===== config.mk =====
export PLATFORM = sky130hd
export DESIGN_NAME = fsrc_ctrl
export DESIGN_NICKNAME = d
export VERILOG_FILES = /design/src/verilog/fsrc_pkg.sv /design/src/verilog/fsrc_id_check.sv /design/src/verilog/fsrc_ctrl.sv
export SDC_FILE = /design/constraint.sdc
export NUM_CORES = 1
export LEC_CHECK = 0
export BUFFER_PORTS_ARGS = -buffer_cell sky130_fd_sc_hd__clkbuf_2
export CELL_PAD_IN_SITES_DETAIL_PLACEMENT = 1
export CELL_PAD_IN_SITES_GLOBAL_PLACEMENT = 1
export CORE_MARGIN = 2
export CORE_UTILIZATION = 42
export CTS_BUF_LIST = sky130_fd_sc_hd__clkbuf_4 sky130_fd_sc_hd__clkbuf_8
export CTS_CLUSTER_SIZE = 20
export DETAILED_ROUTE_END_ITERATION = 8
export GPL_TIMING_DRIVEN = 1
export PLACE_DENSITY_LB_ADDON = 0.25
export SKIP_LAST_GASP = 1
export SYNTH_ARGS = -nofsm -noshare
export SYNTH_HDL_FRONTEND = slang
export SYNTH_SLANG_ARGS = --single-unit

===== constraint.sdc =====
create_clock -name ref_clk_i -period 7.78 [get_ports ref_clk_i]
set_input_delay 2.334 -clock ref_clk_i [delete_from_list [all_inputs] [get_ports ref_clk_i]]
set_output_delay 2.334 -clock ref_clk_i [all_outputs]
set_load 0.01 [all_outputs]

===== src/verilog/fsrc_pkg.sv =====
package fsrc_pkg;

  // ---------------------------------------------------------------
  // Register map (word index equals address on the plain port)
  // ---------------------------------------------------------------
  localparam int ADDR_W = 4;
  localparam logic [3:0] REG_CTRL_A = 4'h0;
  localparam logic [3:0] REG_CTRL_D = 4'h1;
  localparam logic [3:0] REG_ID_STAT = 4'h2;
  localparam logic [3:0] REG_PROC_MODE = 4'h3;
  localparam logic [3:0] REG_CMD = 4'h4;
  localparam logic [3:0] REG_CMD_ADDR = 4'h5;
  localparam logic [3:0] REG_CODE_BLK = 4'h6;
  localparam logic [3:0] REG_STATUS = 4'h7;

  // ---------------------------------------------------------------
  // Field positions
  // ---------------------------------------------------------------
  localparam int CA_READY = 0;
  localparam int CA_REWRITE_EN = 1;
  localparam int CA_PROG_ERR = 6;
  localparam int CA_ERASE_ERR = 7;
  localparam int CD_MODE_SEL = 0;
  localparam int PM_EXT_AREA = 0;
  localparam int PM_INT_RSV = 3;
  localparam int SR_PROG_ERR = 4;
  localparam int SR_ERASE_ERR = 5;
  localparam int SR_READY = 7;
  localparam int IS_MATCH = 0;
  localparam int IS_REJECT = 1;
  localparam int IS_ERASING = 2;
  localparam int IS_SILENT = 3;
  localparam int IS_CPU_STALL = 4;
  localparam int IS_ARRAY_READ = 5;
  localparam int IS_STATUS_READ = 6;

  // ---------------------------------------------------------------
  // Commands and reserved words
  // ---------------------------------------------------------------
  localparam logic [7:0] CMD_PROGRAM = 8'h40;
  localparam logic [7:0] CMD_BLOCK_ERASE = 8'h20;
  localparam logic [7:0] CMD_READ_STATUS = 8'h70;
  localparam logic [7:0] CMD_CLEAR_STATUS = 8'h50;
  localparam logic [7:0] CMD_LOCK_PROG = 8'h77;
  localparam logic [7:0] CMD_LOCK_READ = 8'h71;
  localparam logic [7:0] CMD_BLANK_CHECK = 8'h25;
  localparam logic [55:0] FORCED_ERASE_WORD = 56'h414c6552415345;
  localparam logic [55:0] SERIAL_DISABLE_WORD = 56'h50726f74656374;
  localparam int ID_BYTES = 7;

  // ---------------------------------------------------------------
  // Flash regions (byte addresses)
  // ---------------------------------------------------------------
  localparam logic [23:0] PROM1_LO = 24'h0c0000;
  localparam logic [23:0] PROM1_HI = 24'h0fffff;
  localparam logic [23:0] PROM2_LO = 24'h010000;
  localparam logic [23:0] PROM2_HI = 24'h013fff;
  localparam logic [23:0] DFLASH_LO = 24'h00e000;
  localparam logic [23:0] DFLASH_HI = 24'h00ffff;
  localparam logic [23:0] EXT_LO = 24'h040000;
  localparam logic [23:0] EXT_HI = 24'h0bffff;
  localparam int BLK_SHIFT = 12;

  localparam real CLK_NS = 10.0;
  localparam real OP_TIME_NS = 1000.0;
  localparam int OP_CYCLES = int'(OP_TIME_NS / CLK_NS);
  localparam int ID_STEP = 3;

  typedef enum logic [1:0] {FSRC_OP_IDLE, FSRC_OP_BUSY} fsrc_op_t;
  typedef enum logic [1:0] {FSRC_ID_WAIT, FSRC_ID_OK, FSRC_ID_REJECT, FSRC_ID_ERASE} fsrc_id_t;

endpackage : fsrc_pkg


===== src/verilog/fsrc_id_check.sv =====
`timescale 1ns/1ns
module fsrc_id_check (
  input wire logic ref_clk_i,
  input wire logic reset_i,
  input wire logic serial_mode_i,
  input wire logic id_valid_i,
  input wire logic [7:0] id_byte_i,
  input wire logic [55:0] stored_id_i,
  input wire logic rom_protect_bit_i,
  output logic done_o,
  output logic match_o,
  output logic reject_o,
  output logic erase_o
);
  import fsrc_pkg::*;

  // ---------------------------------------------------------------
  // Byte collection
  // ---------------------------------------------------------------
  logic [55:0] rx_r, rx_nxt;
  logic [2:0] cnt_r, cnt_nxt;
  fsrc_id_t st_r, st_nxt;
  logic rx_forced, st_forced, st_silent;
  logic [55:0] rx_shift;

  assign rx_shift = {rx_r[47:0], id_byte_i};
  assign rx_forced = (rx_shift == FORCED_ERASE_WORD);
  assign st_forced = (stored_id_i == FORCED_ERASE_WORD);
  assign st_silent = (stored_id_i == SERIAL_DISABLE_WORD);

  always_comb begin
    rx_nxt = rx_r;
    cnt_nxt = cnt_r;
    st_nxt = st_r;
    if (st_r == FSRC_ID_WAIT && serial_mode_i && !st_silent && id_valid_i) begin
      rx_nxt = rx_shift;
      cnt_nxt = cnt_r + 3'h1;
      if (cnt_r == 3'(ID_BYTES - 1)) begin
        if (rx_forced && (st_forced || rom_protect_bit_i)) begin
          st_nxt = FSRC_ID_ERASE;
        end else if (rx_shift == stored_id_i && !st_forced) begin
          st_nxt = FSRC_ID_OK;
        end else begin
          st_nxt = FSRC_ID_REJECT;
        end
      end
    end
  end

  always_ff @(posedge ref_clk_i or posedge reset_i) begin
    if (reset_i) begin
      rx_r <= 56'h0;
      cnt_r <= 3'h0;
      st_r <= FSRC_ID_WAIT;
    end else begin
      rx_r <= rx_nxt;
      cnt_r <= cnt_nxt;
      st_r <= st_nxt;
    end
  end

  assign done_o = (st_r != FSRC_ID_WAIT);
  assign match_o = (st_r == FSRC_ID_OK);
  assign reject_o = (st_r == FSRC_ID_REJECT);
  assign erase_o = (st_r == FSRC_ID_ERASE);

endmodule : fsrc_id_check


===== src/verilog/fsrc_ctrl.sv =====
// The plain strobed port and the register addresses were left to the implementer.
`timescale 1ns/1ns
// Behaviour
// - Forced erase only in serial programming mode
// - Both IDs forced word: erase whole ROM
// - Stored differs: erase only if unprotected
// - Stored forced, other sent: reject all
// - Serial-disable word: no serial communication
// - Serial-disable word still permits user boot
// - Disable word plus protect: never unprotect
// - Program/erase only inside flash block regions
// - Rewrite enable set starts command acceptance
// - Mode select zero means RAM-resident mode
// - Completion: status-read or array-read state
// - Flash-resident mode stalls CPU during operation
// - Flash-resident mode: no status read
// - Flash-resident: refuse code-holding block
// - RAM-resident: status register with three bits
// - Rewrite mode forces two processor bits
// - Reserved select zero blocks extended region in 4 MB mode
// - Flash-resident: hold port outputs during operation
// - Ready flag low while command executes
// - Error flags set on program/erase error
module fsrc_ctrl #(
  parameter int OP_CNT = fsrc_pkg::OP_CYCLES,
  parameter int PORT_W = 8
) (
  input wire logic ref_clk_i,
  input wire logic reset_i,
  input wire logic [fsrc_pkg::ADDR_W-1:0] addr_i,
  input wire logic [31:0] wdata_i,
  input wire logic wr_i,
  input wire logic rd_i,
  output logic [31:0] rdata_o,
  input wire logic serial_mode_i,
  input wire logic boot_user_sel_i,
  input wire logic id_valid_i,
  input wire logic [7:0] id_byte_i,
  input wire logic [55:0] stored_id_i,
  input wire logic rom_protect_bit_i,
  input wire logic unprotect_req_i,
  input wire logic serial_cmd_i,
  input wire logic op_fail_i,
  input wire logic four_mb_mode_i,
  input wire logic [PORT_W-1:0] port_i,
  output logic [PORT_W-1:0] port_o,
  output logic serial_accept_o,
  output logic serial_erase_all_o,
  output logic user_boot_o,
  output logic rom_protected_o,
  output logic cpu_stall_o,
  output logic ext_region_block_o
);
  import fsrc_pkg::*;

  // ---------------------------------------------------------------
  // Serial ID check
  // ---------------------------------------------------------------
  logic id_done, id_match, id_reject, id_erase;
  logic silent;

  fsrc_id_check u_id (
    .ref_clk_i(ref_clk_i),
    .reset_i(reset_i),
    .serial_mode_i(serial_mode_i),
    .id_valid_i(id_valid_i),
    .id_byte_i(id_byte_i),
    .stored_id_i(stored_id_i),
    .rom_protect_bit_i(rom_protect_bit_i),
    .done_o(id_done),
    .match_o(id_match),
    .reject_o(id_reject),
    .erase_o(id_erase)
  );

  assign silent = (stored_id_i == SERIAL_DISABLE_WORD);

  // ---------------------------------------------------------------
  // Control state
  // ---------------------------------------------------------------
  logic rw_en_r, rw_en_nxt;
  logic mode_r, mode_nxt;
  logic pgm_err_r, pgm_err_nxt;
  logic ers_err_r, ers_err_nxt;
  logic [23:0] cmd_addr_r, cmd_addr_nxt;
  logic [23:0] code_addr_r, code_addr_nxt;
  logic [7:0] pm_r, pm_nxt;
  logic is_erase_r, is_erase_nxt;
  logic stat_mode_r, stat_mode_nxt;
  logic [31:0] cnt_r, cnt_nxt;
  fsrc_op_t op_r, op_nxt;
  logic [PORT_W-1:0] port_r, port_nxt;
  logic [31:0] rdata_r, rdata_nxt;
  logic accept_r, accept_nxt;
  logic erase_all_r, erase_all_nxt;
  logic boot_r, boot_nxt;
  logic prot_r, prot_nxt;
  logic stall_r, stall_nxt;
  logic ext_blk_r, ext_blk_nxt;

  logic in_region, own_block, cmd_wr, ew1, busy, done_pulse, cmd_ok;
  logic [7:0] cmd;
  logic [31:0] ca_word, sr_word, is_word;

  assign cmd_wr = wr_i && addr_i == REG_CMD;
  assign cmd = wdata_i[7:0];
  assign ew1 = rw_en_r && mode_r;
  assign busy = (op_r == FSRC_OP_BUSY);
  assign done_pulse = busy && cnt_r == 32'h1;

  // ---------------------------------------------------------------
  // Rewritable regions
  // ---------------------------------------------------------------
  localparam int N_REGION = 3;
  localparam logic [23:0] REGION_LO [N_REGION] = '{PROM1_LO, PROM2_LO, DFLASH_LO};
  localparam logic [23:0] REGION_HI [N_REGION] = '{PROM1_HI, PROM2_HI, DFLASH_HI};
  logic [N_REGION-1:0] region_hit;

  // Regions checked on the latched target address
  for (genvar g = 0; g < N_REGION; g++) begin : g_region
    assign region_hit[g] = (cmd_addr_r >= REGION_LO[g]) && (cmd_addr_r <= REGION_HI[g]);
  end
  assign in_region = |region_hit;
  assign own_block = (cmd_addr_r[23:BLK_SHIFT] == code_addr_r[23:BLK_SHIFT]);
  assign cmd_ok = in_region && !(ew1 && own_block);

  // ---------------------------------------------------------------
  // Next-state logic
  // ---------------------------------------------------------------
  always_comb begin
    rw_en_nxt = rw_en_r;
    mode_nxt = mode_r;
    pgm_err_nxt = pgm_err_r;
    ers_err_nxt = ers_err_r;
    cmd_addr_nxt = cmd_addr_r;
    code_addr_nxt = code_addr_r;
    pm_nxt = pm_r;
    is_erase_nxt = is_erase_r;
    stat_mode_nxt = stat_mode_r;
    cnt_nxt = cnt_r;
    op_nxt = op_r;
    port_nxt = port_r;
    if (wr_i && !busy) begin
      unique case (addr_i)
        REG_CTRL_A: begin
          rw_en_nxt = wdata_i[CA_REWRITE_EN];
          // Dropping the enable also leaves flash-resident mode
          if (!wdata_i[CA_REWRITE_EN]) begin
            mode_nxt = 1'b0;
          end
        end
        // Mode select only takes once rewrite is already on
        REG_CTRL_D: mode_nxt = rw_en_r & wdata_i[CD_MODE_SEL];
        REG_PROC_MODE: pm_nxt = wdata_i[7:0];
        REG_CMD_ADDR: cmd_addr_nxt = wdata_i[23:0];
        REG_CODE_BLK: code_addr_nxt = wdata_i[23:0];
        default: ;
      endcase
    end
    if (rw_en_r) begin
      pm_nxt[PM_EXT_AREA] = 1'b1;
      pm_nxt[PM_INT_RSV] = 1'b1;
    end
    // Command port is dead until rewrite mode is on
    if (cmd_wr && rw_en_r && !busy) begin
      unique case (cmd)
        // A refused target starts nothing, it only raises the error flag
        CMD_PROGRAM, CMD_BLOCK_ERASE: begin
          if (cmd_ok) begin
            op_nxt = FSRC_OP_BUSY;
            cnt_nxt = 32'(OP_CNT);
            is_erase_nxt = (cmd == CMD_BLOCK_ERASE);
            port_nxt = port_i;
          end else if (cmd == CMD_BLOCK_ERASE) begin
            ers_err_nxt = 1'b1;
          end else begin
            pgm_err_nxt = 1'b1;
          end
        end
        CMD_LOCK_PROG, CMD_LOCK_READ, CMD_BLANK_CHECK: begin
          op_nxt = FSRC_OP_BUSY;
          cnt_nxt = 32'(OP_CNT);
          is_erase_nxt = 1'b0;
          port_nxt = port_i;
        end
        CMD_READ_STATUS: stat_mode_nxt = !ew1;
        CMD_CLEAR_STATUS: begin
          pgm_err_nxt = 1'b0;
          ers_err_nxt = 1'b0;
        end
        default: stat_mode_nxt = 1'b0;
      endcase
    end
    if (busy) begin
      cnt_nxt = cnt_r - 32'h1;
      if (done_pulse) begin
        op_nxt = FSRC_OP_IDLE;
        stat_mode_nxt = !ew1;
        // Failure is sampled on the last busy cycle only
        if (op_fail_i && is_erase_r) begin
          ers_err_nxt = 1'b1;
        end
        if (op_fail_i && !is_erase_r) begin
          pgm_err_nxt = 1'b1;
        end
      end
    end
    // Ports track the pins except while a flash-resident operation runs
    if (!ew1) begin
      port_nxt = port_i;
    end else if (!busy && !(cmd_wr && rw_en_r)) begin
      port_nxt = port_i;
    end
  end

  // ---------------------------------------------------------------
  // Read path and pin outputs
  // ---------------------------------------------------------------
  always_comb begin
    ca_word = 32'h0;
    ca_word[CA_READY] = !busy;
    ca_word[CA_REWRITE_EN] = rw_en_r;
    ca_word[CA_PROG_ERR] = pgm_err_r;
    ca_word[CA_ERASE_ERR] = ers_err_r;
    sr_word = 32'h0;
    if (!ew1) begin
      sr_word[SR_READY] = !busy;
      sr_word[SR_ERASE_ERR] = ers_err_r;
      sr_word[SR_PROG_ERR] = pgm_err_r;
    end
    is_word = 32'h0;
    is_word[IS_MATCH] = id_match;
    is_word[IS_REJECT] = id_reject;
    is_word[IS_ERASING] = id_erase;
    is_word[IS_SILENT] = silent;
    is_word[IS_CPU_STALL] = stall_r;
    is_word[IS_ARRAY_READ] = !stat_mode_r;
    is_word[IS_STATUS_READ] = stat_mode_r;
    rdata_nxt = 32'h0;
    if (rd_i) begin
      unique case (addr_i)
        REG_CTRL_A: rdata_nxt = ca_word;
        REG_CTRL_D: rdata_nxt = {31'h0, mode_r};
        REG_ID_STAT: rdata_nxt = is_word;
        REG_PROC_MODE: rdata_nxt = {24'h0, pm_r};
        REG_CMD_ADDR: rdata_nxt = {8'h0, cmd_addr_r};
        REG_CODE_BLK: rdata_nxt = {8'h0, code_addr_r};
        REG_STATUS: rdata_nxt = sr_word;
        default: rdata_nxt = 32'h0;
      endcase
    end
    // Serial path never answers with the disable word stored
    accept_nxt = id_match && serial_mode_i && !silent && serial_cmd_i;
    erase_all_nxt = id_erase && serial_mode_i;
    boot_nxt = boot_user_sel_i;
    prot_nxt = !id_match || (silent && !rom_protect_bit_i) || !rom_protect_bit_i;
    if (silent && !rom_protect_bit_i && unprotect_req_i) begin
      prot_nxt = 1'b1;
    end
    stall_nxt = ew1 && (op_nxt == FSRC_OP_BUSY);
    // Rewrite mode forces the reserved select, so this bites outside it
    ext_blk_nxt = !pm_nxt[PM_INT_RSV] && four_mb_mode_i;
  end

  // ---------------------------------------------------------------
  // Control registers
  // ---------------------------------------------------------------
  always_ff @(posedge ref_clk_i or posedge reset_i) begin
    if (reset_i) begin
      rw_en_r <= 1'b0;
      mode_r <= 1'b0;
      pgm_err_r <= 1'b0;
      ers_err_r <= 1'b0;
      cmd_addr_r <= 24'h0;
      code_addr_r <= 24'h0;
      pm_r <= 8'h0;
    end else begin
      rw_en_r <= rw_en_nxt;
      mode_r <= mode_nxt;
      pgm_err_r <= pgm_err_nxt;
      ers_err_r <= ers_err_nxt;
      cmd_addr_r <= cmd_addr_nxt;
      code_addr_r <= code_addr_nxt;
      pm_r <= pm_nxt;
    end
  end

  // ---------------------------------------------------------------
  // Operation registers
  // ---------------------------------------------------------------
  always_ff @(posedge ref_clk_i or posedge reset_i) begin
    if (reset_i) begin
      is_erase_r <= 1'b0;
      stat_mode_r <= 1'b0;
      cnt_r <= 32'h0;
      op_r <= FSRC_OP_IDLE;
      port_r <= '0;
    end else begin
      is_erase_r <= is_erase_nxt;
      stat_mode_r <= stat_mode_nxt;
      cnt_r <= cnt_nxt;
      op_r <= op_nxt;
      port_r <= port_nxt;
    end
  end

  // ---------------------------------------------------------------
  // Output registers
  // ---------------------------------------------------------------
  // Every pin leaves straight from a flop, so read data costs one cycle
  always_ff @(posedge ref_clk_i or posedge reset_i) begin
    if (reset_i) begin
      rdata_r <= 32'h0;
      accept_r <= 1'b0;
      erase_all_r <= 1'b0;
      boot_r <= 1'b0;
      prot_r <= 1'b1;
      stall_r <= 1'b0;
      ext_blk_r <= 1'b0;
    end else begin
      rdata_r <= rdata_nxt;
      accept_r <= accept_nxt;
      erase_all_r <= erase_all_nxt;
      boot_r <= boot_nxt;
      prot_r <= prot_nxt;
      stall_r <= stall_nxt;
      ext_blk_r <= ext_blk_nxt;
    end
  end

  assign rdata_o = rdata_r;
  assign port_o = port_r;
  assign serial_accept_o = accept_r;
  assign serial_erase_all_o = erase_all_r;
  assign user_boot_o = boot_r;
  assign rom_protected_o = prot_r;
  assign cpu_stall_o = stall_r;
  assign ext_region_block_o = ext_blk_r;

endmodule : fsrc_ctrl


==> flow_summary.yaml, run 1 <==
final_layout:
  nets: 1056
  drive_gt1_share_pct: 33.6
  antenna_cells: 0
  area_growth_pct: 14.6
  final_common_cell: "dfrtp_1"
  layout_common_cells: "dfrtp_1, clkbuf_2, mux2_2"
worst_setup_path:
  cp_slowest_stage_delay_ps: 720
  rr_startpoint: "cmd_addr_r[15]"
  cp_slowest_cell: "nand2_4"
  cp.arrival_ps: 4910
  cp_max_fo: 49
  crit_required_ps: 8120
  startpoint_type: "input port"
  r2r_slack_ps: 5310
  r2r_cells: 6
  rr_endpoint: "cnt_r[30]"
  path_cells: "clkbuf_2 > nand4b_1 > or4b_4 > nor3_2 > nand4bb_1 > nand2_4 > mux2_2"
  critPathCaptureType: "flip-flop"
  path_class: "input port to flip-flop"
worst_hold_path:
  hold_path_end: "u_id.cnt_r[2]"
  min_from: "u_id.cnt_r[2]"
  hold_path.class: "flip-flop to flip-flop"
  min_path_cells: 1
placement:
  io_buffers: 148
  gp_congestion: 0.864
  dp_hpwl_um: 17700
yosys:
  seq_area_frac_synth_pct: 50.8
  synthesis.instances: 785
  synth_area_per_cell_um2: 11.7
  synth_warnings: 0
  synthFlopType: "dfrtp_1"
  synth-async-reset-ratio_pct: 100
  synth_area_um2: 9220
  synth_cell_types: 69
  synth_edf_count: 0
  synth-seq-cells: 187
floorplanning:
  die-area_um2: 23100
  row_count: 54
  die_x_um: 152
  num_io_pins: 166
  start_util_pct: 42.5
  fp.dieH_um: 152
  core_um2: 21700
clock_tree:
  postCtsHoldBufs: 0
  clock_latency_ps: 460
  clock_path_buffers: 2
  cts_buffers: 17
  numClockSinks: 187
  cts_tree: "built"
  htreeDepth: 4
  post_cts_resized: 0
  post_cts_buffers: 0
  clkTransAtPathRegs_ps: 90
  root_buffer: "clkbuf_8"
timing:
  slew_headroom_pct: 23.7
  tns_ps: 0
  fin_skew_ps: 16.9
  grt_setup_unrepaired: "false"
  clock.fmax_mhz: 219
  period_share_pct: 58.6
  setup_viol: 0
  worstMarginPinSlew_ps: 1140
  fin_crit_ps: 4560
  maxSlewViolCount: 0
  finalHoldViolations: 0
global_routing:
  grt_max_degree: 136
  grt_first_pass_wirelength_um: 38900
  grt_pass1_vias: 7231
  antenna_found_initial: 0
  grt-ovfl-total: 0
  track_usage_pct: 21.2
run:
  drv_cap: 0
power_and_ir_drop:
  ir_drop_mv: 0.113
  power.density_nw_per_um2: 254
  p_leak_nw: 4.58
  power_mw: 2.68
route:
  totalWireLength_um: 24200
  wl_per_cell_um: 19.8
  avgViaCountPerCell: 5.57
  vias: 6814
  drc_errors: 0
  drt_pass1_iterations: 8
  postRouteAntennaNets: 0
  initialDrtViolationCount: 340
outcome:
  status: "finished clean"
==> through the flow <==
step           hold slack (ps)  std cells  worst slack (ps)  utilization [%]  cell area, µm²
2_1_floorplan              437        792               362                -            9240
3_3_place_gp               453       1193              2830             47.0           10200
3_5_place_dp               470       1193              2790             47.0           10200
4_1_cts                    483       1224              3300             48.7           10600
5_1_grt                    514       1224              3060             48.7           10600
6_report                   482       1224              3220             48.7           10600
==> how the worst max path moves through the flow <==
stage / from / end / cells after the start / slack, ps
2_1_floorplan: reset_i / cmd_addr_r[0] / 1 / 360
3_3_place_gp: stored_id_i[25] / u_id.rx_r[29] / 7 / 2830
3_5_place_dp: stored_id_i[25] / u_id.rx_r[32] / 7 / 2790
4_1_cts: stored_id_i[25] / u_id.rx_r[32] / 7 / 3300
5_1_grt: stored_id_i[25] / u_id.rx_r[26] / 7 / 3060
6_report: stored_id_i[25] / u_id.rx_r[26] / 7 / 3220
==> cell type report <==
type,count,area (µm²)
sequential,187,4680
tap,280,350
inverter,12,52.6
clock buffer,20,269
fill,2381,11100
timing repair buffer,155,793
clock inverter,11,109
multi-input combinational,559,4310
==> cells in the mapped netlist, types with 5 or more instances <==
master | count | area share, %
dfrtp_1 | 186 | 51
mux2_2 | 101 | 12
xor2_1 | 63 | 6.0
nand2_1 | 40 | 1.6
nor2_1 | 39 | 1.6
a22oi_1 | 27 | 2.2
nor4_1 | 26 | 1.8
xnor2_1 | 24 | 2.3
o21ai_0 | 21 | 1.1
a31oi_1 | 19 | 1.3
nand4_1 | 17 | 1.2
nor3_1 | 17 | 0.92
clkbuf_1 | 14 | 0.57
nand3_1 | 14 | 0.76
nor4b_1 | 14 | 1.3
buf_4 | 12 | 0.98
inv_1 | 12 | 0.49
mux2_4 | 10 | 1.6
or3_1 | 9 | 0.61
a21oi_1 | 7 | 0.38
buf_2 | 6 | 0.33
nand2b_1 | 6 | 0.41
nor3b_1 | 6 | 0.49
or4_1 | 6 | 0.49
and2_1 | 5 | 0.34
nor2b_1 | 5 | 0.34
nor4bb_1 | 5 | 0.54
==> where the power goes <==
group	switching (mW)	internal (mW)	total [mW]
Clock	0.360	0.278	0.639
Sequential	0.263	1.19	1.45
Combinational	0.245	0.342	0.587
Total	0.869	1.81	2.68
==> worst max-delay path, delay by kind of cell <==
| family | cells | cell delay, ps |
|---|---|---|
| simple gates | 5 | 2010 |
| mux | 1 | 410 |
| buf+inv | 1 | 110 |
==> flip-flops by register name, summed over array words and instances, names as in the netlist, 2 cells and up <==
name / count
cmd_addr_r: 24
cnt_r: 32
code_addr_r: 24
op_r: 2
pm_r: 8
port_o: 8
rdata_o: 24
u_id.cnt_r: 3
u_id.rx_r: 48
u_id.st_r: 2
==> logic make-up after synthesis <==
family	synth area share, %
mux	14.1
other cells	0.0407
flops	50.8
fa+ha+maj	0.543
compound gates	7.74
buf+inv	2.80
xor+xnor	8.27
simple gates	15.7
==> layer usage <==
metal	track usage (%)	vias up	routed length, µm
met5	0	-	0
met2	36.3	133	12000
li1	-	3160	-
met3	3.98	19	955
met1	28.0	3502	11000
met4	5.16	0	274
Power figures use the tool's default switching activity.
==> inputs of run 2 (changes only) <==
- ABC_AREA: not set -> 1
- CORE_UTILIZATION: 42 -> 43
- clock period: 7.78 -> 4.6 ns (I/O delays scaled with it)
==> run 2 against run 1 <==
Net effect: flip-flop and latch count is the same; via count grew 37%; final cell count rose by 49%; register-to-register slack lost 2900 ps; sequential share of layout area down 4.0 points; critical path type unchanged; highest routed layer unchanged.
==> flow_summary.yaml, run 2 <==
yosys:
  synthTopCellsByCount: "nand2_1, dfrtp_1, inv_1, nor2_1, o21ai_0"
  synth_edf_count: 0
  seq_area_frac_synth_pct: 46.1
  synth-async-reset-ratio_pct: 100
  synth_warnings: 0
  synth_cell_types: 49
  synthFlopType: "dfrtp_1"
  synth-seq-cells: 187
  yosysMostFrequentCell: "nand2_1"
  synth_top_area_share_pct: 45.9
  synth_area_per_cell_um2: 7.54
  yosysTopAreaCell: "dfrtp_1"
  synthesis.instances: 1347
  synth_area_um2: 10100
  synth.area.top_cells: "dfrtp_1, nand2_1, o21ai_0"
final_layout:
  final_common_cell: "nand2_1"
  nets: 1615
  largest_reg_flops: 48
  finish.utilization_pct: 49.8
  top_regs: "u_id.rx_r (48), cnt_r (32)"
  drive_gt1_share_pct: 16.2
  layout_common_cells: "nand2_1, dfrtp_1, inv_1"
  largest-register: "u_id.rx_r"
  layoutNonFillerInstCount: 1824
  area_growth_pct: 14.5
  final.fill_count: 3019
worst_setup_path:
  crit_buf_inv: 3
  crit_required_ps: 4980
  path_cells: "clkbuf_2 > inv_1 > nor2_1 > nand2_1 > nor2_1 > nand2_1 > nor2_1 > nand2_1 > nand2_2 > inv_2 > nand2_1 > xnor2_1"
  cp.arrival_ps: 3360
  cp_slowest_cell: "nand2_2"
  cp_max_fo: 28
  crit_top_cell: "nand2_1"
  cp_slowest_stage_delay_ps: 360
  cpLargestDelayFamily: "simple AND/OR/NAND/NOR gates"
  critPathCaptureType: "flip-flop"
  path_class: "input port to flip-flop"
  startpoint_type: "input port"
clock_tree:
  post_cts_resized: 0
  numClockSinks: 187
  clock_latency_ps: 470
  cts_tree: "built"
  clkTransAtPathRegs_ps: 100
  cts_buffers: 17
  clock_path_buffers: 2
  postCtsHoldBufs: 0
  root_buffer: "clkbuf_8"
  post_cts_buffers: 0
  htreeDepth: 4
route:
  initialDrtViolationCount: 539
  postRouteAntennaNets: 0
  totalWireLength_um: 30400
  avgViaCountPerCell: 5.10
  vias: 9310
  drc_errors: 0
  drt_pass1_iterations: 5
  wl_per_cell_um: 16.6
power_and_ir_drop:
  ir_drop_mv: 0.158
  p_leak_nw: 5.56
  power.density_nw_per_um2: 308
floorplanning:
  core_um2: 23300
  fp.dieH_um: 158
  die-area_um2: 24800
  die_x_um: 158
  num_io_pins: 166
  start_util_pct: 43.5
  row_count: 56
global_routing:
  grt-ovfl-total: 0
  track_usage_pct: 25.4
  grt_first_pass_wirelength_um: 49200
  grt_pass1_vias: 9444
  antenna_found_initial: 2
  grt_max_degree: 49
timing:
  grt_setup_unrepaired: "false"
  maxSlewViolCount: 0
  setup_viol: 0
  fin_crit_ps: 2980
  slew_headroom_pct: 34.1
  worstMarginPinSlew_ps: 988
  fin_skew_ps: 16.0
  finalHoldViolations: 0
  clock.fmax_mhz: 336
  period_share_pct: 64.8
  tns_ps: 0
placement:
  dp.cells: 1791
  dp_hpwl_um: 23400
  gp_congestion: 0.873
  io_buffers: 148
run:
  drv_cap: 0
worst_hold_path:
  hold_path.class: "flip-flop to flip-flop"
outcome:
  status: "finished clean"
==> run 2: changes by cell type after synthesis, sizes merged, moves of 23 or more <==
cell   before  now
nand3      14   93
nand2      41  424
nor2       39  138
nor4       27    4
xor2       63   12
a22oi      27    0
o21ai      23  125
mux2      111    0
inv        12  161
a21oi       9   34
==> run 2: path summary, 6_finish.rpt <==
check | start | end | slack (ps) | depth (start not counted)
hold / removal | port_o[7] | port_o[7] | 480 | 2
max in group asynchronous | reset_i | rom_protected_o | 2750 | 3
setup reg to reg | op_r[1] | cnt_r[18] | 2380 | 8
hold reg to reg | port_o[7] | port_o[7] | 480 | 2
setup / recovery | stored_id_i[34] | u_id.cnt_r[2] | 1620 | 12
min in group asynchronous | reset_i | u_id.rx_r[43] | 970 | 2
==> run 2: stage by stage <==
stage               power [mW]  setup WS, ps  hold slack, ps  area (µm²)
floorplan                 2.23           814             442       10200
global placement          2.42          1270             454       11200
detailed placement        2.45          1130             459       11200
CTS                       3.62          1620             484       11600
global route              3.77          1380             521       11600
finish                    3.58          1620             481       11600
==> run 2: tightest hold or removal path, delay by kind of cell (launching register included) <==
family / cells / cell delay [ps]
flip-flops: 1 / 360
AND/OR/NAND/NOR: 2 / 100
==> run 2: power breakdown <==
group          switching (mW)  total [mW]  internal [mW]
Sequential              0.126        1.91           1.78
Combinational           0.312       0.503          0.191
Clock                   0.644        1.17          0.529
==> run 2: cell type report <==
cell class | count | area, µm² | area share, %
sequential | 187 | 4680 | 40.3
multi-input combinational | 963 | 4660 | 40.1
timing repair buffer | 159 | 848 | 7.30
inverter | 163 | 617 | 5.31
tap | 319 | 399 | 3.43
clock buffer | 19 | 262 | 2.25
clock inverter | 13 | 154 | 1.32
antenna | 1 | 2.50 | 0.0215
==> run 2: cell families after synthesis <==
family          after synthesis  synth area share (%)
simple gates                723                  31.2
buf+inv                     204                  8.26
xor+xnor                     47                  4.06
flops                       187                  46.1
compound gates              181                  9.89
other cells                   1                0.0369
fa+ha+maj                     4                 0.493
==> run 2: routing by layer <==
layer	share of wire, %	vias up	track usage, %
met5	0	-	0
met4	1.3	0	5.24
met3	4.2	26	3.86
met2	49	193	43.3
met1	46	4542	34.6
li1	-	4549	-
